===== src/include/rtca_pkg.sv =====
// constants, field layout and types for the rtc alarm, control and status block
// Function
// - alarm one at 07h-0Ah, alarm two 0Bh-0Dh
// - bit 7 masks; unmasked fields must equal time
// - mask patterns pick second/min/hour/day repeat
// - bit 6 chooses day-of-week or date match
// - match checked each second, sets alarm flag
// - pin asserts on flag, enable and route select
// - pin stays asserted until host clears flag
// - backup enable keeps pin alive on backup
// - control bit 7 stops oscillator, resets zero
// - rate bits pick four wave rates, reset 11
// - control bit 2 routes wave or interrupts
// - interrupt is enabled first, second or both flags
// - backup and alarm enables reset to zero
// - stop flag set on oscillator stop, write-zero
// - stop flag set at power-up and disable
// - status bits 1:0 alarm flags, write-zero clears
// - charger key 1010 enables, reset off
// - diode field 00 or 11 disables charger
// - resistor field selects resistor, 00 disables
// - pointer wraps from 10h to 00h
// - values and compares are bcd
package rtca_pkg;

	// ======================================================
	// register map
	localparam int         ADDR_W        = 5;
	localparam logic [4:0] OFF_TIME_LAST = 5'h0_6;
	localparam logic [4:0] OFF_AL1_FIRST = 5'h0_7;
	localparam logic [4:0] OFF_AL1_LAST  = 5'h0_A;
	localparam logic [4:0] OFF_AL2_FIRST = 5'h0_B;
	localparam logic [4:0] OFF_AL2_LAST  = 5'h0_D;
	localparam logic [4:0] OFF_CTRL      = 5'h0_E;
	localparam logic [4:0] OFF_STAT      = 5'h0_F;
	localparam logic [4:0] OFF_CHG       = 5'h1_0;
	localparam logic [4:0] OFF_FIRST     = 5'h0_0;
	localparam int         ALARM_REGS    = 7;

	// ======================================================
	// field positions
	localparam int MASK_BIT      = 7;
	localparam int DAY_SEL_BIT   = 6;
	localparam int CTL_OSC_DIS   = 7;
	localparam int CTL_BACKUP_OE = 5;
	localparam int CTL_RS_HI     = 4;
	localparam int CTL_RS_LO     = 3;
	localparam int CTL_IRQ_ROUTE = 2;
	localparam int CTL_AL2_IE    = 1;
	localparam int CTL_AL1_IE    = 0;
	localparam int ST_OSC_STOP   = 7;
	localparam int ST_AL2_FLAG   = 1;
	localparam int ST_AL1_FLAG   = 0;

	localparam logic [7:0] CTL_USED = 8'hBF;
	localparam logic [7:0] ST_USED  = 8'h83;

	// ======================================================
	// reset values
	localparam logic [7:0] CTL_RST   = 8'h18;
	localparam logic [7:0] STAT_RST  = 8'h80;
	localparam logic [7:0] CHG_RST   = 8'h00;
	localparam logic [7:0] ALARM_RST = 8'h00;

	// ======================================================
	// charger and rate encodings
	localparam logic [3:0] CHG_KEY     = 4'hA;
	localparam logic [1:0] DIODE_OFF_A = 2'h0;
	localparam logic [1:0] DIODE_OFF_B = 2'h3;
	localparam logic [1:0] DIODE_ONE   = 2'h1;
	localparam logic [1:0] RO_OFF   = 2'h0;
	localparam logic [1:0] RATE_1HZ  = 2'h0;
	localparam logic [1:0] RATE_4K   = 2'h1;
	localparam logic [1:0] RATE_8K   = 2'h2;
	localparam logic [1:0] RATE_32K  = 2'h3;

	// ======================================================
	// timing
	localparam int CLK_NS    = 8;
	localparam int STOP_NS   = 2000;
	localparam int STOP_CYC  = (STOP_NS + CLK_NS - 1) / CLK_NS;
	localparam int SEC_DIV_W = 15;

	// ======================================================
	// carriers
	typedef struct packed {
		logic [7:0] year;
		logic [7:0] month;
		logic [7:0] date;
		logic [7:0] day;
		logic [7:0] hour;
		logic [7:0] minute;
		logic [7:0] second;
	} rtca_time_t;

	typedef struct packed {
		logic       enable;
		logic       one_diode;
		logic [1:0] resistor_select;
	} rtca_charge_t;

endpackage


===== src/rtl/rtca_alarm_match.sv =====
// one alarm comparator: masked bcd field compare against current time
`timescale 1ns/100ps
module rtca_alarm_match #(
	parameter bit HAS_SECONDS = 1'b1
) (
	input  wire rtca_pkg::rtca_time_t now,
	input  wire logic [7:0]           al_sec,
	input  wire logic [7:0]           al_min,
	input  wire logic [7:0]           al_hour,
	input  wire logic [7:0]           al_daydate,
	output logic                      match
);
	logic sec_ok;
	logic min_ok;
	logic hour_ok;
	logic dd_ok;
	logic [5:0] dd_now;

	// ======================================================
	// masked compares
	always_comb begin
		// without a seconds register the alarm lands on second 00
		if (HAS_SECONDS) begin
			sec_ok = al_sec[rtca_pkg::MASK_BIT] | (now.second[6:0] == al_sec[6:0]);
		end else begin
			sec_ok = (now.second[6:0] == 7'h0_0);
		end
		min_ok  = al_min[rtca_pkg::MASK_BIT] | (now.minute[6:0] == al_min[6:0]);
		hour_ok = al_hour[rtca_pkg::MASK_BIT] | (now.hour[6:0] == al_hour[6:0]);
		dd_now  = al_daydate[rtca_pkg::DAY_SEL_BIT] ? now.day[5:0] : now.date[5:0];
		dd_ok   = al_daydate[rtca_pkg::MASK_BIT] | (dd_now == al_daydate[5:0]);
		match   = sec_ok & min_ok & hour_ok & dd_ok;
	end

endmodule


===== src/rtl/rtca_core.sv =====
// alarm, control, status and charge-select logic with pointer register port
`timescale 1ns/100ps
module rtca_core #(
	parameter int STOP_CYC  = rtca_pkg::STOP_CYC,
	parameter int SEC_DIV_W = rtca_pkg::SEC_DIV_W
) (
	input  wire logic                 clk,
	input  wire logic                 srst,
	input  wire logic                 osc_clk,
	input  wire logic                 power_fail,
	input  wire rtca_pkg::rtca_time_t time_now,
	input  wire logic                 acc_set_ptr,
	input  wire logic [4:0]           acc_ptr,
	input  wire logic                 acc_wr,
	input  wire logic [7:0]           acc_wdata,
	input  wire logic                 acc_rd,
	output logic [7:0]                acc_rdata,
	output logic                      acc_rvalid,
	output logic                      time_wr,
	output logic [2:0]                time_wr_idx,
	output logic [7:0]                time_wr_data,
	output logic                      second_tick,
	output logic                      osc_running,
	output logic                      wave_or_irq_output,
	output logic                      wave_or_irq_oe,
	output rtca_pkg::rtca_charge_t    charge
);

	// refuse sizes the counters and rate taps cannot serve
	if (STOP_CYC < 2 || STOP_CYC > 65535) begin : g_bad_stop
		$error("STOP_CYC out of range");
	end
	if (SEC_DIV_W < 3 || SEC_DIV_W > 24) begin : g_bad_div
		$error("SEC_DIV_W out of range");
	end

	// ======================================================
	// helpers
	function automatic logic [4:0] ptr_step(input logic [4:0] p);
		ptr_step = (p >= rtca_pkg::OFF_CHG) ? rtca_pkg::OFF_FIRST : 5'(p + 5'h0_1);
	endfunction

	// ======================================================
	// pin synchronisers
	logic osc_meta;
	logic osc_sync;
	logic osc_prev;
	logic pf_meta;
	logic pf_sync;

	always_ff @(posedge clk) begin
		if (srst) begin
			osc_meta <= 1'b0;
			osc_sync <= 1'b0;
			osc_prev <= 1'b0;
			pf_meta  <= 1'b0;
			pf_sync  <= 1'b0;
		end else begin
			osc_meta <= osc_clk;
			osc_sync <= osc_meta;
			osc_prev <= osc_sync;
			pf_meta  <= power_fail;
			pf_sync  <= pf_meta;
		end
	end

	// ======================================================
	// register state
	logic [4:0] ptr;
	logic [7:0] ctrl;
	logic [7:0] stat;
	logic [7:0] chg;
	logic [7:0] alarm_mem [rtca_pkg::ALARM_REGS];
	logic [4:0] next_ptr;
	logic [7:0] next_ctrl;
	logic [7:0] next_stat;
	logic [7:0] next_chg;
	logic [7:0] next_alarm_mem [rtca_pkg::ALARM_REGS];
	logic [7:0] next_acc_rdata;
	logic       next_acc_rvalid;
	logic       next_time_wr;
	logic [2:0] next_time_wr_idx;
	logic [7:0] next_time_wr_data;

	logic       acc_ok;
	logic       do_wr;
	logic       do_rd;
	logic       set_a1;
	logic       set_a2;
	logic       set_osf;
	logic       match1;
	logic       match2;
	logic [55:0] time_flat;
	logic [4:0]  al_idx;

	// ======================================================
	// oscillator state
	logic [SEC_DIV_W-1:0] div;
	logic [15:0]          stop_cnt;
	logic                 stopped;
	logic                 dis_prev;
	logic [SEC_DIV_W-1:0] next_div;
	logic [15:0]          next_stop_cnt;
	logic                 next_stopped;
	logic                 next_second_tick;
	logic                 osc_edge;
	logic                 osc_dis;

	assign osc_dis   = ctrl[rtca_pkg::CTL_OSC_DIS];
	assign time_flat = time_now;
	assign al_idx    = 5'(ptr - rtca_pkg::OFF_AL1_FIRST);

	rtca_alarm_match #(
		.HAS_SECONDS (1'b1)
	) u_match1 (
		.now        (time_now),
		.al_sec     (alarm_mem[0]),
		.al_min     (alarm_mem[1]),
		.al_hour    (alarm_mem[2]),
		.al_daydate (alarm_mem[3]),
		.match      (match1)
	);

	rtca_alarm_match #(
		.HAS_SECONDS (1'b0)
	) u_match2 (
		.now        (time_now),
		.al_sec     (8'h00),
		.al_min     (alarm_mem[4]),
		.al_hour    (alarm_mem[5]),
		.al_daydate (alarm_mem[6]),
		.match      (match2)
	);

	// ======================================================
	// oscillator divider and stop detection
	always_comb begin
		// a disabled oscillator is treated as stopped; its pin edges are ignored
		osc_edge         = osc_sync & ~osc_prev & ~osc_dis;
		next_div         = osc_edge ? SEC_DIV_W'(div + 1'b1) : div;
		next_second_tick = osc_edge & (&div);
		next_stop_cnt    = stop_cnt;
		if (osc_edge) begin
			next_stop_cnt = 16'h0_000;
		end else if (stop_cnt < 16'(STOP_CYC)) begin
			next_stop_cnt = 16'(stop_cnt + 16'h0_001);
		end
		next_stopped = (next_stop_cnt >= 16'(STOP_CYC));
	end

	always_ff @(posedge clk) begin
		if (srst) begin
			div         <= '0;
			stop_cnt    <= 16'h0_000;
			stopped     <= 1'b1;
			dis_prev    <= 1'b0;
			second_tick <= 1'b0;
		end else begin
			div         <= next_div;
			stop_cnt    <= next_stop_cnt;
			stopped     <= next_stopped;
			dis_prev    <= osc_dis;
			second_tick <= next_second_tick;
		end
	end

	assign osc_running = ~stopped & ~osc_dis;

	// ======================================================
	// register access and flags
	always_comb begin
		acc_ok  = ~pf_sync;
		do_wr   = acc_ok & ~acc_set_ptr & acc_wr;
		do_rd   = acc_ok & ~acc_set_ptr & ~acc_wr & acc_rd;
		set_a1  = second_tick & match1;
		set_a2  = second_tick & match2;
		set_osf = (next_stopped & ~stopped) | (osc_dis & ~dis_prev);

		next_ptr          = ptr;
		next_ctrl         = ctrl;
		next_stat         = stat;
		next_chg          = chg;
		next_alarm_mem    = alarm_mem;
		next_acc_rdata    = acc_rdata;
		next_acc_rvalid   = 1'b0;
		next_time_wr      = 1'b0;
		next_time_wr_idx  = time_wr_idx;
		next_time_wr_data = time_wr_data;

		if (acc_ok && acc_set_ptr) begin
			next_ptr = (acc_ptr > rtca_pkg::OFF_CHG) ? rtca_pkg::OFF_FIRST : acc_ptr;
		end else if (do_wr || do_rd) begin
			next_ptr = ptr_step(ptr);
		end

		if (do_wr) begin
			if (ptr <= rtca_pkg::OFF_TIME_LAST) begin
				next_time_wr      = 1'b1;
				next_time_wr_idx  = ptr[2:0];
				next_time_wr_data = acc_wdata;
			end else if (ptr <= rtca_pkg::OFF_AL2_LAST) begin
				next_alarm_mem[al_idx[2:0]] = acc_wdata;
			end else if (ptr == rtca_pkg::OFF_CTRL) begin
				next_ctrl = acc_wdata & rtca_pkg::CTL_USED;
			end else if (ptr == rtca_pkg::OFF_STAT) begin
				next_stat = stat & (acc_wdata | ~rtca_pkg::ST_USED);
			end else begin
				next_chg = acc_wdata;
			end
		end

		// a set in the same cycle as a clear wins
		next_stat[rtca_pkg::ST_AL1_FLAG] = next_stat[rtca_pkg::ST_AL1_FLAG] | set_a1;
		next_stat[rtca_pkg::ST_AL2_FLAG] = next_stat[rtca_pkg::ST_AL2_FLAG] | set_a2;
		next_stat[rtca_pkg::ST_OSC_STOP] = next_stat[rtca_pkg::ST_OSC_STOP] | set_osf;
		next_stat = next_stat & rtca_pkg::ST_USED;

		if (do_rd) begin
			next_acc_rvalid = 1'b1;
			if (ptr <= rtca_pkg::OFF_TIME_LAST) begin
				next_acc_rdata = time_flat[8*ptr[2:0] +: 8];
			end else if (ptr <= rtca_pkg::OFF_AL2_LAST) begin
				next_acc_rdata = alarm_mem[al_idx[2:0]];
			end else if (ptr == rtca_pkg::OFF_CTRL) begin
				next_acc_rdata = ctrl;
			end else if (ptr == rtca_pkg::OFF_STAT) begin
				next_acc_rdata = stat;
			end else begin
				next_acc_rdata = chg;
			end
		end
	end

	always_ff @(posedge clk) begin
		if (srst) begin
			ptr          <= rtca_pkg::OFF_FIRST;
			ctrl         <= rtca_pkg::CTL_RST;
			stat         <= rtca_pkg::STAT_RST;
			chg          <= rtca_pkg::CHG_RST;
			for (int i = 0; i < rtca_pkg::ALARM_REGS; i++) begin
				alarm_mem[i] <= rtca_pkg::ALARM_RST;
			end
			acc_rdata    <= 8'h00;
			acc_rvalid   <= 1'b0;
			time_wr      <= 1'b0;
			time_wr_idx  <= 3'h0;
			time_wr_data <= 8'h00;
		end else begin
			ptr          <= next_ptr;
			ctrl         <= next_ctrl;
			stat         <= next_stat;
			chg          <= next_chg;
			alarm_mem    <= next_alarm_mem;
			acc_rdata    <= next_acc_rdata;
			acc_rvalid   <= next_acc_rvalid;
			time_wr      <= next_time_wr;
			time_wr_idx  <= next_time_wr_idx;
			time_wr_data <= next_time_wr_data;
		end
	end

	// ======================================================
	// shared open-drain output and charger select
	logic                   wave;
	logic                   irq_act;
	logic                   next_oe;
	rtca_pkg::rtca_charge_t next_charge;
	logic [1:0]             rate;
	logic [1:0]             diode;
	logic [1:0]             ro;

	always_comb begin
		rate = {ctrl[rtca_pkg::CTL_RS_HI], ctrl[rtca_pkg::CTL_RS_LO]};
		case (rate)
			rtca_pkg::RATE_1HZ: wave = div[SEC_DIV_W-1];
			rtca_pkg::RATE_4K:  wave = div[2];
			rtca_pkg::RATE_8K:  wave = div[1];
			rtca_pkg::RATE_32K: wave = osc_sync;
			default:            wave = 1'b1;
		endcase
		irq_act = ctrl[rtca_pkg::CTL_IRQ_ROUTE] &
		          ((ctrl[rtca_pkg::CTL_AL1_IE] & stat[rtca_pkg::ST_AL1_FLAG]) |
		           (ctrl[rtca_pkg::CTL_AL2_IE] & stat[rtca_pkg::ST_AL2_FLAG]));
		// active is pulled low; square wave low phase also pulls low
		next_oe = ctrl[rtca_pkg::CTL_IRQ_ROUTE] ? irq_act : ~wave;
		if (pf_sync && !ctrl[rtca_pkg::CTL_BACKUP_OE]) begin
			next_oe = 1'b0;
		end

		diode = chg[3:2];
		ro    = chg[1:0];
		next_charge.enable          = (chg[7:4] == rtca_pkg::CHG_KEY) &&
		                              (diode != rtca_pkg::DIODE_OFF_A) &&
		                              (diode != rtca_pkg::DIODE_OFF_B) &&
		                              (ro != rtca_pkg::RO_OFF);
		next_charge.one_diode       = (diode == rtca_pkg::DIODE_ONE);
		next_charge.resistor_select = ro;
	end

	always_ff @(posedge clk) begin
		if (srst) begin
			wave_or_irq_oe <= 1'b0;
			charge         <= '0;
		end else begin
			wave_or_irq_oe <= next_oe;
			charge         <= next_charge;
		end
	end

	// open drain: only ever drives low
	assign wave_or_irq_output = 1'b0;

endmodule


===== config.mk =====
export PLATFORM = sky130hd
export DESIGN_NAME = rtca_core
export DESIGN_NICKNAME = d
export VERILOG_FILES = /design/src/include/rtca_pkg.sv /design/src/rtl/rtca_alarm_match.sv /design/src/rtl/rtca_core.sv
export SDC_FILE = /design/constraint.sdc
export NUM_CORES = 1
export LEC_CHECK = 0
export ABC_AREA = 1
export BUFFER_PORTS_ARGS = -buffer_cell sky130_fd_sc_hd__buf_2
export CAP_MARGIN = 20
export CORE_MARGIN = 5
export CORE_UTILIZATION = 45
export CTS_CLUSTER_DIAMETER = 80
export CTS_CLUSTER_SIZE = 12
export DETAILED_ROUTE_END_ITERATION = 16
export PLACE_DENSITY = 0.65
export SETUP_SLACK_MARGIN = 0.02
export SLEW_MARGIN = 40
export SYNTH_ARGS = -nofsm -noshare
export SYNTH_HDL_FRONTEND = slang
export SYNTH_SLANG_ARGS = --single-unit

===== constraint.sdc =====
create_clock -name clk -period 2.9 [get_ports clk]
set_input_delay 0.58 -clock clk [delete_from_list [all_inputs] [get_ports clk]]
set_output_delay 0.58 -clock clk [all_outputs]
set_load 0.05 [all_outputs]

==> results.md <==
* Detailed Route Iter0 Violations at 640
* Via-to-Cell Ratio at 5.34
* Wire length reported by the detailed router at 24500 um
* Top area cells in the synthesized netlist: dfxtp_1, o21ai_0, nand2_1
* Initial standard-cell utilization of the core at 45.7%
* Worst skew pair latency at 0.42 ns
* Area of the core at 16500 um2
* LEAKAGE at 0.00378 uW
* Most repeated cell in the gate-level netlist after synthesis: nand2_1
* Antenna diode count at 0
* Netlist Area Pre-Place at 7550 um2
* Clock power frac at 43.5%
* Cell area after placement at 8230 um2
* Crit end category: flop
* Status: finished, final reports clean
* Final instance area at 8800 um2
* Least-Margin Pin Slew at 0.557 ns
* Ratio of cells with drive above 1 in the final layout at 12.5%
* Cell accounting for the most synthesized area: dfxtp_1
* Placed Cells incl. Taps at 1433
* Setup fix buffers added after clock tree synthesis at 0
* Warnings, synthesis at 0
* Setup tns final at 0 ns
* Nets in the synthesized netlist at 1231
* DRC Markers at 0
* Number of sinks driven by the clock tree at 144
* DIE AREA at 19500 um2
* Proportion of synthesized chip area in sequential cells at 38.2%
* Average wire length per cell after detail routing at 16.8 um
* Number of synthesized flops with an enable pin at 0
* CTS Buf Count at 17
* Reg clk slew, reported paths at 0.06 ns
* Number of instances in the synthesized netlist at 1148
* Detailed Place HPWL at 18200 um
* Relative contribution of sequential cells to total power at 41.4%
* Area growth from synthesis to final layout at 16.5%
* Cell types with the highest counts after synthesis: nand2_1, o21ai_0, nor2_1
* Number of hold buffers added after cts at 0
* Fraction of synthesis flops using an asynchronous set or reset pin at 0%
* Max-slew headroom at the worst pin at 62.7%
* Switching share of power at 29.2%
* Total of endpoints with negative setup slack in the final report at 0
* Arrival time at the worst endpoint at 2.88 ns
* Share of Yosys cell area claimed by the top area cell type at 38.2%
* CTS tree: yes
* GR Overflow Total at 0
* Filler-free cell count of the finished design at 1463
* H-tree lvl count at 4
* Power density over the cells at 567 nW/um2
* Total of max-cap violations at 0
* Antenna violations before repair at 0
* First-pass GRT wire length at 38800 um
* Std-Cell Rows at 47
* Sw power at 1460 uW
* Count of TritonRoute iterations in the first routing pass at 5
* Via count of the first global-routing pass at 7300
* Timing-limited maximum frequency at 396 MHz
* Largest net degree at the start of global routing at 63
* Critical path launch point type: flop
* Max-slew violation count at 0
* Syn Area/Cell at 6.58 um2
* Global-route usage over all layers at 24.9%
* Count of antenna-violating nets left after detailed routing at 0
* I/O pins at 105
* Number of cells upsized or downsized after cts at 0
* Horizontal extent of the die at 140 um
* Number of flip-flops and latches in the synthesized netlist at 144
* Number of distinct library cells after synthesis at 34
* Max rail drop VDD at 0.000423 V
* Main flop type after synthesis: dfxtp_1
* Library cell used as clock root buffer: clkbuf_16
* RSZ-0062 raised after global routing: no
* Vias post-DR at 7816
* Area occupied by registers at 2880 um2
* Maximum root-to-sink buffer count at 2
* Final weighted congestion in routability-driven placement at 0.978
* Share of the cycle needed by the critical path after routing at 87.0%
* Worst clock skew at 0.00822 ns
* Chip Height at 140 um
* Count of port buffers added during placement at 103
* Number of endpoints with negative hold slack in the final report at 0
* Multi-input logic area at 3960 um2
* Final min period at 2.52 ns
* Max Fanout on Critical Path at 15
* Worst path required time at 3.25 ns
* Type of the worst setup path: reg -> reg
* Number of fillers in the final layout at 1718
* Min-Delay Path Class: in -> reg
* Combinational group share of total power at 15.1%
* Final net count at 1315
* Cell internal pwr at 3540 uW
==> layout make-up <==
| type | instances | share of cell area (%) |
|---|---|---|
| clock inverters | 11 | 1.51 |
| multi-input cells | 817 | 45.0 |
| inverters | 139 | 5.93 |
| repair buffers | 113 | 6.71 |
| clock buffers | 19 | 5.03 |
| flip-flops and latches | 144 | 32.7 |
| well taps | 220 | 3.13 |
==> routing by layer <==
metal	share of wire, %	GRT usage (%)	vias up
met2	46	40.2	319
met3	7.7	5.11	73
met4	4.0	11.1	0
met1	42	32.3	3507
li1	-	-	3917
met5	0	0	-
==> final timing paths <==
path,startpoint,to,slack (ns),cells after the start
max,ptr[0],acc_rdata[7],0.38,8
min,osc_clk,osc_meta,0.36,3
max reg2reg,ptr[0],acc_rdata[7],0.38,8
min reg2reg,osc_meta,osc_sync,0.40,2
==> power by group through the flow <==
stage                     clock, uW  combinational [uW]  sequential (uW)
after global routing           2290                 824             2070
after CTS                      2190                 744             2070
after floorplan                   0                 413             2170
final                          2170                 756             2070
after detailed placement          0                 740             2110
after global placement            0                 737             2110
==> flip-flops by register name (all words and copies together), names as in the netlist, 3 cells and up <==
register      cells
div              15
ptr               5
charge            4
acc_rdata         8
alarm_mem        56
ctrl              7
chg               8
time_wr_data      8
stop_cnt         16
stat              3
time_wr_idx       3
==> cell families after synthesis <==
group	Yosys count	synth area share, %
DFF	144	38.2
other	1	0.0496
xor gates and xnor gates	37	4.29
adders and majority gates	7	1.16
AOI/OAI and AO/OA	321	22.2
and+or+nand+nor	451	24.7
buffers and inverters	187	9.46
==> per-stage QoR <==
step	power [uW]	worst slack, ns	hold WS (ns)	utilization, %
after floorplan	2580	0.618	0.388	-
after global placement	2850	0.485	0.392	49.8
after detailed placement	2850	0.431	0.395	49.8
after CTS	5000	0.422	0.347	53.3
after global routing	5190	0.194	0.376	53.3
final	4990	0.377	0.356	53.3
==> cell usage in the layout (no fill, tap or decap), drive strengths merged, types with 15 or more instances in the layout <==
cell type    n
nor2       162
inv        139
buf        113
nand3       45
nand2      202
xor2        15
o22ai       15
dfxtp      144
o21ai      178
xnor2       22
clkbuf      19
a21oi      105
==> worst max-delay path, cell delays in order, from the launching register on <==
cell and delay [ns]:
dfxtp_1 0.48, inv_2 0.20, ha_1 0.56, clkinv_1 0.35, nor3_1 0.22, a21oi_1 0.07
o21ai_0 0.23, o21ai_0 0.17, a21oi_1 0.17
No activity file was read; power rests on OpenSTA's default activity.
